--- config.mk ---
export PLATFORM = sky130hd
export DESIGN_NAME = dz_top
export DESIGN_NICKNAME = d
export VERILOG_FILES = /design/src/dz_pkg.sv /design/src/dz_sample_filter.sv /design/src/dz_top.sv
export SDC_FILE = /design/constraint.sdc
export NUM_CORES = 2
export LEC_CHECK = 0
export BUFFER_PORTS_ARGS = -buffer_cell sky130_fd_sc_hd__buf_2
export CAP_MARGIN = 20
export CORE_MARGIN = 1
export CORE_UTILIZATION = 43
export CTS_CLUSTER_DIAMETER = 60
export DETAILED_ROUTE_END_ITERATION = 8
export PLACE_DENSITY = 0.65
export SYNTH_ARGS = -nofsm -noshare
export SYNTH_HDL_FRONTEND = slang
export SYNTH_SLANG_ARGS = --single-unit
--- constraint.sdc ---
create_clock -name ref_clk_i -period 23 [get_ports ref_clk_i]
set_clock_uncertainty 0.15 [all_clocks]
set_input_delay 3.45 -clock ref_clk_i [delete_from_list [all_inputs] [get_ports ref_clk_i]]
set_output_delay 3.45 -clock ref_clk_i [all_outputs]
set_load 0.01 [all_outputs]
--- src/dz_pkg.sv ---
package dz_pkg;
    // clock and timing
    localparam int unsigned CLK_PERIOD_NS  = 50;
    localparam int unsigned FILT_PERIOD_NS = 166000;
    localparam int unsigned FILT_CYC       = (FILT_PERIOD_NS + CLK_PERIOD_NS - 1) / CLK_PERIOD_NS;
    localparam int unsigned MS_NS          = 1000000;
    localparam int unsigned MS_CYC         = MS_NS / CLK_PERIOD_NS;

    // register byte offsets
    localparam logic [7:0] OFS_CTRL   = 8'h00;
    localparam logic [7:0] OFS_RANGE1 = 8'h04;
    localparam logic [7:0] OFS_RANGE2 = 8'h08;
    localparam logic [7:0] OFS_HOLD   = 8'h0C;
    localparam logic [7:0] OFS_EXCESS = 8'h10;
    localparam logic [7:0] OFS_GEAR   = 8'h14;
    localparam logic [7:0] OFS_STATUS = 8'h18;
    localparam logic [7:0] OFS_DEV    = 8'h1C;

    // control field positions
    localparam int unsigned CTRL_MODE_LSB = 0;
    localparam int unsigned CTRL_COND_LSB = 4;
    localparam int unsigned CTRL_UNIT_BIT = 8;

    // setting limits
    localparam logic [2:0]  MODE_MAX  = 3'h4;
    localparam logic [18:0] RANGE_MAX = 19'h40000;
    localparam logic [14:0] HOLD_MAX  = 15'h7530;

    // reset values
    localparam logic [2:0]  RST_MODE   = 3'h0;
    localparam logic [1:0]  RST_COND   = 2'h0;
    localparam logic [18:0] RST_RANGE1 = 19'h0000A;
    localparam logic [18:0] RST_RANGE2 = 19'h0000A;
    localparam logic [14:0] RST_HOLD   = 15'h0000;
    localparam logic [18:0] RST_EXCESS = 19'h186A0;
    localparam logic [15:0] RST_GEAR   = 16'h0001;

    // zeroing modes
    localparam logic [2:0] MODE_OFF   = 3'h0;
    localparam logic [2:0] MODE_LVL   = 3'h1;
    localparam logic [2:0] MODE_LVL_F = 3'h2;
    localparam logic [2:0] MODE_EDG   = 3'h3;
    localparam logic [2:0] MODE_EDG_F = 3'h4;

    typedef enum logic [1:0] {
        HS_IDLE  = 2'b00,
        HS_HOLD  = 2'b01,
        HS_SPENT = 2'b11
    } dz_hold_t;

    typedef struct packed {
        logic [2:0]         mode;
        logic [1:0]         cond;
        logic               unit;
        logic [18:0]        rng1;
        logic [18:0]        rng2;
        logic [14:0]        hold;
        logic [18:0]        elim;
        logic [15:0]        gear;
        logic               sync1;
        logic               sync2;
        logic               prev;
        logic signed [27:0] dev;
        logic               clr;
        logic               primary_in_position_output;
        logic               second_in_position_output;
        logic               excess;
        dz_hold_t           hst;
        logic [14:0]        hcnt;
        logic [14:0]        mscnt;
        logic               wr_pend;
        logic [5:0]         waddr;
        logic [31:0]        rdata;
        logic               ready;
    } dz_state_t;
endpackage

--- src/dz_sample_filter.sv ---
`timescale 1ns/10ps
module dz_sample_filter #(
    parameter int unsigned PERIOD = dz_pkg::FILT_CYC
) (
    input  wire logic ref_clk_i,
    input  wire logic rst_n_i,
    input  wire logic raw_i,
    output logic      level_o
);
    typedef struct packed {
        logic [11:0] cnt;
        logic        last;
        logic        level;
    } dz_filt_t;

    dz_filt_t q;
    dz_filt_t d;

    // sample once a period, take the level only when two samples agree
    always_comb begin
        d = q;
        if (q.cnt == 12'(PERIOD - 1)) begin
            d.cnt  = 12'h000;
            d.last = raw_i;
            if (raw_i == q.last) begin
                d.level = raw_i;
            end
        end else begin
            d.cnt = q.cnt + 12'h001;
        end
    end

    always_ff @(posedge ref_clk_i or negedge rst_n_i) begin
        if (!rst_n_i) begin
            q <= '0;
        end else begin
            q <= d;
        end
    end

    assign level_o = q.level;

    property p_filt_agree;
        @(posedge ref_clk_i) disable iff (!rst_n_i)
        (q.level != $past(q.level)) |-> (q.level == q.last && $past(q.last) == q.level);
    endproperty
    a_filt_agree: assert property (p_filt_agree) else $error("filter took an unconfirmed level");
endmodule

--- src/dz_top.sv ---
// Our own choices: the AHB-Lite register port and the register addresses.
`timescale 1ns/10ps
// Functional notes
// - zeroing mode 0 to 4; mode 0 never clears the deviation counter.
// - modes 1 and 2 hold the counter at zero while the input is on.
// - modes 3 and 4 clear once on the off-to-on edge only.
// - modes 2 and 4 use the filtered input, modes 1 and 3 the raw one.
// - input is on while its optocoupler conducts (pin high).
// - absolute deviation is compared with the range to drive the primary output.
// - range accepts 0 to 262144, default unit is command units.
// - encoder unit select makes range and excess limit encoder units.
// - condition 0 to 3; condition 0 asserts whenever deviation is within range.
// - condition 1 also needs no position command.
// - condition 2 also needs no command and zero speed.
// - condition 3 holds output for the hold time, then follows status.
// - hold time 0 to 30000 ms; 0 holds until next command.
// - a command during a nonzero hold drops the output at once.
// - second output follows only its own range, 0 to 262144.
// - command presence comes from the filtered command stream.
module dz_top #(
    parameter int unsigned MS_CYCLES = dz_pkg::MS_CYC
) (
    input  wire logic        ref_clk_i,
    input  wire logic        rst_n_i,
    input  wire logic        zero_pin_i,
    input  wire logic        cmd_present_i,
    input  wire logic        zero_speed_i,
    input  wire logic        cmd_inc_i,
    input  wire logic        cmd_dec_i,
    input  wire logic        fb_inc_i,
    input  wire logic        fb_dec_i,
    input  wire logic        hsel_i,
    input  wire logic [31:0] haddr_i,
    input  wire logic [1:0]  htrans_i,
    input  wire logic        hwrite_i,
    input  wire logic [2:0]  hsize_i,
    input  wire logic [31:0] hwdata_i,
    input  wire logic        hready_i,
    output logic             hreadyout_o,
    output logic             hresp_o,
    output logic [31:0]      hrdata_o,
    output logic             dev_clear_o,
    output logic             in_pos1_o,
    output logic             in_pos2_o,
    output logic             dev_excess_o
);
    dz_pkg::dz_state_t q;
    dz_pkg::dz_state_t d;
    logic              filt_lvl;
    logic              sel_in;
    logic              clr;
    logic signed [27:0] step;
    logic [27:0]       absdev;
    logic              within1;
    logic              within2;
    logic              over;
    logic              hold_tick;

    // filtered copy of the zeroing input, fed from the synchronised pin
    dz_sample_filter #(
        .PERIOD (dz_pkg::FILT_CYC)
    ) u_filt (
        .ref_clk_i (ref_clk_i),
        .rst_n_i   (rst_n_i),
        .raw_i     (q.sync2),
        .level_o   (filt_lvl)
    );

    // thresholds scale by the gear ratio unless encoder units are chosen
    function automatic logic [34:0] scaled(input logic [18:0] r, input logic [15:0] g,
                                           input logic enc);
        logic [15:0] f;
        f = enc ? 16'h0001 : g;
        scaled = {16'h0000, r} * {19'h00000, f};
    endfunction

    function automatic logic [18:0] clamp_rng(input logic [31:0] v);
        clamp_rng = (v > {13'h0000, dz_pkg::RANGE_MAX}) ? dz_pkg::RANGE_MAX : v[18:0];
    endfunction

    // read mux over the next state, so a read just after a write sees the new value
    function automatic logic [31:0] rd_mux(input dz_pkg::dz_state_t s, input logic [7:0] a);
        logic [31:0] r;
        r = 32'h0000_0000;
        unique case (a)
            dz_pkg::OFS_CTRL: begin
                r[dz_pkg::CTRL_MODE_LSB +: 3] = s.mode;
                r[dz_pkg::CTRL_COND_LSB +: 2] = s.cond;
                r[dz_pkg::CTRL_UNIT_BIT]      = s.unit;
            end
            dz_pkg::OFS_RANGE1: r = {13'h0000, s.rng1};
            dz_pkg::OFS_RANGE2: r = {13'h0000, s.rng2};
            dz_pkg::OFS_HOLD:   r = {17'h00000, s.hold};
            dz_pkg::OFS_EXCESS: r = {13'h0000, s.elim};
            dz_pkg::OFS_GEAR:   r = {16'h0000, s.gear};
            dz_pkg::OFS_STATUS: r = {26'h0000000, s.prev, s.clr, s.excess, s.second_in_position_output, s.primary_in_position_output,
                                     s.hst == dz_pkg::HS_HOLD};
            dz_pkg::OFS_DEV:    r = {{4{s.dev[27]}}, s.dev};
            default:            r = 32'h0000_0000; // unmapped reads as zero
        endcase
        return r;
    endfunction

    // comparison path from present state; step taken straight from the pulse inputs
    always_comb begin
        step    = 28'(cmd_inc_i) - 28'(cmd_dec_i) - 28'(fb_inc_i) + 28'(fb_dec_i);
        absdev  = q.dev[27] ? 28'(-q.dev) : 28'(q.dev);
        within1 = {7'h00, absdev} <= scaled(q.rng1, q.gear, q.unit);
        within2 = {7'h00, absdev} <= scaled(q.rng2, q.gear, q.unit);
        over    = {7'h00, absdev} >  scaled(q.elim, q.gear, q.unit);
        hold_tick = (q.mscnt == 15'(MS_CYCLES - 1));
        // pin high means the optocoupler conducts
        sel_in  = (q.mode == dz_pkg::MODE_LVL_F || q.mode == dz_pkg::MODE_EDG_F)
                  ? filt_lvl : q.sync2;
        unique case (q.mode)
            dz_pkg::MODE_LVL, dz_pkg::MODE_LVL_F: clr = sel_in;
            dz_pkg::MODE_EDG, dz_pkg::MODE_EDG_F: clr = sel_in & ~q.prev;
            default:                              clr = 1'b0;
        endcase
    end

    // whole next state: bus, synchroniser, counter, hold machine, outputs
    always_comb begin
        d = q;
        d.ready = 1'b1;
        d.sync1 = zero_pin_i;
        d.sync2 = q.sync1;
        d.prev  = sel_in;
        d.clr   = clr;
        d.dev   = clr ? 28'sh0000000 : q.dev + step;

        // data phase of a write lands here, one cycle after its address phase
        if (q.wr_pend) begin
            unique case ({q.waddr, 2'b00})
                dz_pkg::OFS_CTRL: begin
                    d.mode = (hwdata_i[dz_pkg::CTRL_MODE_LSB +: 3] > dz_pkg::MODE_MAX)
                             ? dz_pkg::MODE_MAX : hwdata_i[dz_pkg::CTRL_MODE_LSB +: 3];
                    d.cond = hwdata_i[dz_pkg::CTRL_COND_LSB +: 2];
                    d.unit = hwdata_i[dz_pkg::CTRL_UNIT_BIT];
                end
                dz_pkg::OFS_RANGE1: d.rng1 = clamp_rng(hwdata_i);
                dz_pkg::OFS_RANGE2: d.rng2 = clamp_rng(hwdata_i);
                dz_pkg::OFS_HOLD: begin
                    d.hold = (hwdata_i > {17'h00000, dz_pkg::HOLD_MAX})
                             ? dz_pkg::HOLD_MAX : hwdata_i[14:0];
                end
                dz_pkg::OFS_EXCESS: d.elim = clamp_rng(hwdata_i);
                dz_pkg::OFS_GEAR:   d.gear = hwdata_i[15:0];
                default: ;
            endcase
        end

        // address phase; only whole-word transfers are expected, hsize is not checked
        d.wr_pend = 1'b0;
        if (hsel_i && htrans_i[1] && hready_i) begin
            d.wr_pend = hwrite_i;
            d.waddr   = haddr_i[7:2];
            if (!hwrite_i) begin
                d.rdata = rd_mux(d, {haddr_i[7:2], 2'b00});
            end
        end

        // hold machine only runs under condition 3
        d.mscnt = hold_tick ? 15'h0000 : q.mscnt + 15'h0001;
        if (q.cond != 2'h3) begin
            d.hst  = dz_pkg::HS_IDLE;
            d.hcnt = 15'h0000;
        end else begin
            unique case (q.hst)
                dz_pkg::HS_IDLE: begin
                    if (!cmd_present_i && within1) begin
                        d.hst   = dz_pkg::HS_HOLD;
                        d.hcnt  = 15'h0000;
                        d.mscnt = 15'h0000; // restart the ms tick so the hold is whole ms
                    end
                end
                dz_pkg::HS_HOLD: begin
                    if (cmd_present_i) begin
                        d.hst = dz_pkg::HS_IDLE;
                    end else if (q.hold != 15'h0000 && hold_tick) begin
                        d.hcnt = q.hcnt + 15'h0001;
                        if (q.hcnt + 15'h0001 >= q.hold) begin
                            d.hst = dz_pkg::HS_SPENT;
                        end
                    end
                end
                dz_pkg::HS_SPENT: begin
                    if (cmd_present_i) begin
                        d.hst = dz_pkg::HS_IDLE;
                    end
                end
                default: d.hst = dz_pkg::HS_IDLE;
            endcase
        end

        // primary output by condition; zero hold time leaves the hold state only on a command
        unique case (q.cond)
            2'h0: d.primary_in_position_output = within1;
            2'h1: d.primary_in_position_output = !cmd_present_i && within1;
            2'h2: d.primary_in_position_output = !cmd_present_i && zero_speed_i && within1;
            default: d.primary_in_position_output = (d.hst == dz_pkg::HS_HOLD)
                              || (d.hst == dz_pkg::HS_SPENT && !cmd_present_i && within1);
        endcase
        d.second_in_position_output   = within2;
        d.excess = over;
    end

    always_ff @(posedge ref_clk_i or negedge rst_n_i) begin
        if (!rst_n_i) begin
            q       <= '0;
            q.mode  <= dz_pkg::RST_MODE;
            q.cond  <= dz_pkg::RST_COND;
            q.rng1  <= dz_pkg::RST_RANGE1;
            q.rng2  <= dz_pkg::RST_RANGE2;
            q.hold  <= dz_pkg::RST_HOLD;
            q.elim  <= dz_pkg::RST_EXCESS;
            q.gear  <= dz_pkg::RST_GEAR;
            q.hst   <= dz_pkg::HS_IDLE;
            q.ready <= 1'b1;
        end else begin
            q <= d;
        end
    end

    assign hreadyout_o  = q.ready;
    assign hresp_o      = 1'b0;
    assign hrdata_o     = q.rdata;
    assign dev_clear_o  = q.clr;
    assign in_pos1_o    = q.primary_in_position_output;
    assign in_pos2_o    = q.second_in_position_output;
    assign dev_excess_o = q.excess;

    property p_mode0;
        @(posedge ref_clk_i) disable iff (!rst_n_i)
        (q.mode == dz_pkg::MODE_OFF) |=> !dev_clear_o;
    endproperty
    a_mode0: assert property (p_mode0) else $error("clear in mode 0");

    property p_level;
        @(posedge ref_clk_i) disable iff (!rst_n_i)
        (q.mode == dz_pkg::MODE_LVL && q.sync2) |=> (dev_clear_o && q.dev == 28'sh0000000);
    endproperty
    a_level: assert property (p_level) else $error("level clear missing");

    property p_edge_once;
        @(posedge ref_clk_i) disable iff (!rst_n_i)
        (q.mode == dz_pkg::MODE_EDG && q.sync2 && q.prev) |=> !dev_clear_o;
    endproperty
    a_edge_once: assert property (p_edge_once) else $error("edge clear repeated");

    property p_filt_sel;
        @(posedge ref_clk_i) disable iff (!rst_n_i)
        (q.mode == dz_pkg::MODE_LVL_F) |=> (dev_clear_o == $past(filt_lvl));
    endproperty
    a_filt_sel: assert property (p_filt_sel) else $error("filtered input not used");

    property p_cond1;
        @(posedge ref_clk_i) disable iff (!rst_n_i)
        (q.cond == 2'h1 && cmd_present_i) |=> !in_pos1_o;
    endproperty
    a_cond1: assert property (p_cond1) else $error("in position during command");

    property p_cond2;
        @(posedge ref_clk_i) disable iff (!rst_n_i)
        (q.cond == 2'h2 && !zero_speed_i) |=> !in_pos1_o;
    endproperty
    a_cond2: assert property (p_cond2) else $error("in position without zero speed");

    property p_hold_drop;
        @(posedge ref_clk_i) disable iff (!rst_n_i)
        (q.cond == 2'h3 && q.hst == dz_pkg::HS_HOLD && cmd_present_i) |=> !in_pos1_o;
    endproperty
    a_hold_drop: assert property (p_hold_drop) else $error("hold not dropped");

    property p_hold_inf;
        @(posedge ref_clk_i) disable iff (!rst_n_i)
        (q.cond == 2'h3 && q.hold == 15'h0000 && q.hst == dz_pkg::HS_HOLD && !cmd_present_i)
        |=> in_pos1_o;
    endproperty
    a_hold_inf: assert property (p_hold_inf) else $error("infinite hold lost");

    property p_second_in_position_output;
        @(posedge ref_clk_i) disable iff (!rst_n_i)
        1'b1 |=> (in_pos2_o == $past(within2));
    endproperty
    a_second_in_position_output: assert property (p_second_in_position_output) else $error("second output wrong");

    property p_range;
        @(posedge ref_clk_i) disable iff (!rst_n_i)
        (q.rng1 <= dz_pkg::RANGE_MAX) && (q.rng2 <= dz_pkg::RANGE_MAX);
    endproperty
    a_range: assert property (p_range) else $error("range above maximum");

    // raw edge must clear in the very next cycle, counter included
    property p_edge_raw;
        @(posedge ref_clk_i) disable iff (!rst_n_i)
        (q.mode == dz_pkg::MODE_EDG && q.sync2 && !q.prev) |=> (dev_clear_o && q.dev == 28'sh0000000);
    endproperty
    a_edge_raw: assert property (p_edge_raw) else $error("edge clear missing");

    property p_edge_filt;
        @(posedge ref_clk_i) disable iff (!rst_n_i)
        (q.mode == dz_pkg::MODE_EDG_F && filt_lvl && !q.prev) |=> dev_clear_o;
    endproperty
    a_edge_filt: assert property (p_edge_filt) else $error("filtered edge clear missing");

    property p_raw_sel;
        @(posedge ref_clk_i) disable iff (!rst_n_i)
        (q.mode == dz_pkg::MODE_LVL) |=> (dev_clear_o == $past(q.sync2));
    endproperty
    a_raw_sel: assert property (p_raw_sel) else $error("raw input polarity wrong");

    property p_clr_zero;
        @(posedge ref_clk_i) disable iff (!rst_n_i)
        dev_clear_o |-> (q.dev == 28'sh0000000);
    endproperty
    a_clr_zero: assert property (p_clr_zero) else $error("counter not zero on clear");

    property p_cond0;
        @(posedge ref_clk_i) disable iff (!rst_n_i)
        (q.cond == 2'h0) |=> (in_pos1_o == $past(within1));
    endproperty
    a_cond0: assert property (p_cond0) else $error("condition 0 output wrong");

    property p_hold_enter;
        @(posedge ref_clk_i) disable iff (!rst_n_i)
        (q.cond == 2'h3 && q.hst == dz_pkg::HS_IDLE && !cmd_present_i && within1) |=> in_pos1_o;
    endproperty
    a_hold_enter: assert property (p_hold_enter) else $error("hold not entered");

    // once the hold is spent the output follows command and range again
    property p_spent_follow;
        @(posedge ref_clk_i) disable iff (!rst_n_i)
        (q.cond == 2'h3 && q.hst == dz_pkg::HS_SPENT && (cmd_present_i || !within1))
        |=> !in_pos1_o;
    endproperty
    a_spent_follow: assert property (p_spent_follow) else $error("spent hold kept output");

    c_level: cover property (@(posedge ref_clk_i) disable iff (!rst_n_i)
        q.mode == dz_pkg::MODE_LVL_F && dev_clear_o);
    c_edge: cover property (@(posedge ref_clk_i) disable iff (!rst_n_i)
        q.mode == dz_pkg::MODE_EDG && dev_clear_o);
    c_spent: cover property (@(posedge ref_clk_i) disable iff (!rst_n_i)
        q.hst == dz_pkg::HS_SPENT && in_pos1_o);
    c_hold0: cover property (@(posedge ref_clk_i) disable iff (!rst_n_i)
        q.cond == 2'h3 && q.hold == 15'h0000 && in_pos1_o);
endmodule

# Yosys cells after proc, flatten, opt, wreduce, memory -nomap -nowiden
# Cells that the tools add are included.
[op_classes]
bitwise_logic = 3
mul = 3
muxes = 37
reduce_logical = 22
n_addsub = 8
magnitude_cmp = 7
n_eq_ne = 29
[op_table]
columns = ["op", "count"]
rows = [
  ["$pmux 23 s6", 1],
  ["$mul 19x16->35", 3],
  ["$mux 94", 1],
  ["$mux 15", 6],
  ["$mux 19", 4],
  ["$le 28x35->1", 2],
  ["$mux 32", 2],
  ["$mux 28", 2],
  ["$mux 39", 1],
  ["$eq 6x3->1 const B", 6],
  ["$gt 28x35->1", 1],
  ["$mux 17", 2],
  ["$gt 32x15->1 const B", 1],
  ["$gt 32x19->1 const B", 1],
  ["$mux 16", 2],
  ["$add 15x1->15 const B", 2],
  ["$pmux 15 s2", 1],
  ["$add 28x4->28", 1],
  ["$neg 28->28", 1],
  ["$eq 6x2->1 const B", 4],
  ["$pmux 3 s8", 1],
  ["$pmux 2 s8", 1],
  ["$eq 15x15->1 const B", 1],
  ["$ge 15x15->1", 1],
  ["39 further kinds", 61],
]
[word_totals]
wordCells = 134
inputBits = 81
output_inout_bits = 38
reg_bits = 214

# Logic depth before layout (Yosys ltp)
[depth]
ltp_word = 12
depth_mapped = 36
mapped_depth_nobuf = 33

# Cells and area by module
# A second synthesis with hierarchy kept.
[unflattened]
hier_cells = 5043
hier_area_um2 = 43759.5
[modules_own_cells]
columns = ["mod", "area_per_inst_um2", "cells_per_inst", "seq_area_each_um2", "n_inst"]
rows = [
  ["dz_top", 43090.1, 4983, 4918.5, 1],
  ["dz_sample_filter", 669.4, 60, 350.3, 1],
]

# Worst setup path before layout
# No wires, ideal clock.
[synth_path]
path_type = "reg2reg"
start = "reg q[195] in the netlist's numbering"
end = "reg q[55] in the netlist's numbering"
slack_ns = 14.590
setup_ns = 0.132
n_path_buf = 4
arrival_ns = 8.128
synth_period_minus_slack_ns = 8.410
path_stages_with_launch = 35
required_time_ns = 22.718
path_cell_list = "dfrtp_1 > clkbuf_1 > nor2b_1 > clkbuf_1 > clkbuf_1 > nand2_1 > fa_1 > fa_1 > inv_1 > fa_1 > fa_1 > fa_1 > inv_1 > fa_1 > inv_1 > ha_1 > and4_1 > o2111ai_1 > a21oi_1 > o211ai_1 > and3_1 > o21ai_0 > a31oi_1 > o21ai_0 > xnor2_1 > ha_1 > a211o_1 > nor2_1 > o211ai_1 > o21ai_0 > nor4_1 > a311o_1 > buf_2 > a22oi_4 > mux2i_1"
[synth_via]
elab_chain_len = 6
[synth_rtl]
columns = ["item", "line_no", "source"]
rows = [
  ["start, declared", "dz_top.sv:47", "dz_pkg::dz_state_t q;"],
  ["$mux 16", "dz_top.sv:73", "f = enc ? 16'h0001 : g;"],
  ["$mul 19x16->35", "dz_top.sv:74", "scaled = {16'h0000, r} * {19'h00000, f};"],
  ["$le 28x35->1", "dz_top.sv:108", "within1 = {7'h00, absdev} <= scaled(q.rng1, q.gear, q.unit);"],
  ["$logic_and 1x1->1", "dz_top.sv:171", "if (!cmd_present_i && within1) begin"],
  ["$ne 3x3->1 (no source line)", "-", ""],
  ["$reduce_and 4->1 (no source line)", "-", ""],
]
# Every way passes these cells.
# A chain may end at the register's enable or synchronous reset.

# Final worst setup path
[layout_path]
start = "reg q[195] in the netlist's numbering"
end = "reg q[58] in the netlist's numbering"
# The elaborated chain is that of the path after synthesis.

==> qor.yml <==
hold_depth: 0
ys_seq_area_share_pct: 12.2
fillers: 9725
cts_resized: 0
critPathTopFamily: "adder cells"
yosysMostFrequentCell: "inv_1"
synth.area.top_cells: "fa_1, ha_1, dfrtp_1, inv_1, nand2_1"
ys.warnings.count: 0
highest_layer: "met4"
reg2reg_depth: 31
yosys-top-cells-count: "inv_1, nand2_1, fa_1"
crit_top_cell: "fa_1"
port_buffers: 86
firstDrtPassIters: 6
synth_top_area_cell: "fa_1"
wire_per_inst_um: 19.0
slowest_stage: "nor2b_4"
dr_wl_met3_um: 8080
grt_first_pass_wirelength_um: 192000
synth_fa_ha_area_share_pct: 46.7
initial_utilization_pct: 43.3
synth_area_sq_mm: 0.0433
maxCapViolCount: 0
yosysUniqueCellTypes: 76
maxSlewViolCount: 0
clk_pin_slew_ps: 60
final_nets: 6191
cts.sinks: 210
yosys_most_used_dff: "dfrtp_1"
crit_type: "flop to flop"
wl_met2_um: 55300
async_flop_share_pct: 100
vias: 33700
worstPathRequired_ps: 23290
worstSetupEndpointType: "flop"
die_h_um: 319
overflow: 0
cp_num_buf_inv: 4
grt_max_degree: 74
antenna_found_initial: 4
critPathLaunchType: "flop"
rsz0062_at_grt: "false"
clk_latency_ps: 540
postCtsSetupBuffers: 0
synthMuxAreaShare_pct: 0.911
syn_to_final_growth_pct: 5.78
synth_cells: 4987
slew_headroom_pct: 22.3
ios: 119
core_sq_mm: 0.0999
yosys_register_bits: 210
fp.dieArea_sq_mm: 0.102
tritoncts: "yes"
synth_top_area_share_pct: 32.8
worstPathMaxFanout: 30
drt_iter0_drc: 1978
synth-edff-count: 0
cts_hold_buf: 0
synth-compound-area-share_pct: 8.88
cts_buffers: 24
gp_congestion: 0.894
r2r_setup_slack_ps: 11790
r2r_start: "q[195]"
hold_viol_final: 0
grt_usage_pct: 23.8
max_stage_delay_ps: 920
whs_endpoint: "q[105]"
status: "finished clean"
drt-met1-wl_um: 51500
drc_errors: 0
synth_nets: 6256
hpwl_um: 93100
fmax_mhz: 89.2
grt_pass1_vias: 34600
layout-drive-gt1-share_pct: 5.59
avgViaCountPerCell: 5.40
synth_area_per_cell_sq_um: 8.68
wl_um: 118000
synthSimpleGateAreaFrac_pct: 17.4
cp.arrival_ps: 11500
synth_xor_area_share_pct: 3.56
tightest_slew_ps: 1160
clock_path_buffers: 3
fin_crit_sh_pct: 48.7
die_w_um: 319
fin_crit_ps: 11210
r2r-end: "q[58]"
htree_levels: 1
min_from: "d[105]"
synth_top_family_by_area: "adder cells"
fin_tns_setup_ps: 0
worst_hold_path_type: "flop to flop"
row_count: 116
ant_nets: 0
setup_viol_count_final: 0
cts_root_buffer: "clkbuf_16"
==> per-stage QoR <==
step	cells	instance area [sq um]	utilization, %	setup slack [ps]	hold slack (ps)
CTS	6236	45800	45.8	11920	199
finish	6237	45800	45.8	11790	196
global route	6236	45800	45.8	11210	211
global placement	6194	45000	45.0	11970	186
floorplan	4987	43300	-	14590	181
detailed placement	6194	45000	45.0	11990	186
==> flip-flops by register name, indices dropped and copies added (netlist names) <==
register / cells
q: 163
hrdata_o: 28
u_filt.q: 13
d: 1
dev_clear_o: 1
dev_excess_o: 1
in_pos1_o: 1
in_pos2_o: 1
u_filt.level_o: 1
==> worst max path at each step <==
| stage | from | cells after the start | endpoint |
|---|---|---|---|
| after global placement | q[195] | 31 | q[56] |
| after detailed placement | q[195] | 31 | q[66] |
| after floorplan | q[195] | 34 | q[55] |
| after CTS | q[195] | 31 | q[67] |
| after global routing | q[195] | 31 | q[67] |
| final | q[195] | 31 | q[58] |
==> logic make-up after synthesis <==
logic type,after synthesis
adders and majority gates,1188
other,2
DFF,210
AOI/OAI and AO/OA,610
and+or+nand+nor,1597
buffers and inverters,1168
xor gates and xnor gates,176
muxes,36
==> layer usage <==
metal | track usage (%) | vias up
li1 | - | 15400
met2 | 39.2 | 1028
met5 | 0 | -
met3 | 3.47 | 176
met1 | 32.7 | 17100
met4 | 5.93 | 0
==> area by class of cell <==
cell class              count  area [sq um]  area share (%)
multi-input cells        3609         33600            73.5
clock inverters            10           113           0.246
repair buffers            167          1050            2.29
clock buffers              32           682            1.49
flip-flops and latches    210          5270            11.5
well taps                1298          1620            3.55
inverters                 910          3420            7.46
diodes                      1          2.50         0.00547
==> cells in the final DEF (no fill, tap or decap), drive strengths merged, types with 14 or more instances in the layout <==
cell    instances
a211oi         14
a21o           81
a21oi         161
a22o           16
a22oi          14
a31oi          17
and2          341
and3           27
buf           167
clkbuf         32
dfrtp         199
fa            710
ha            478
inv           911
mux2           27
nand2         810
nand2b         26
nand3          54
nand4          42
nor2          161
nor2b          36
nor3           36
nor4           18
o21a           19
o21ai         178
o21bai         15
o31ai          17
xnor2         103
xor2           73
Power is left out: the tool's default activity adds up to more than one toggle a clock period on the data nets, which glitch-free logic cannot reach.
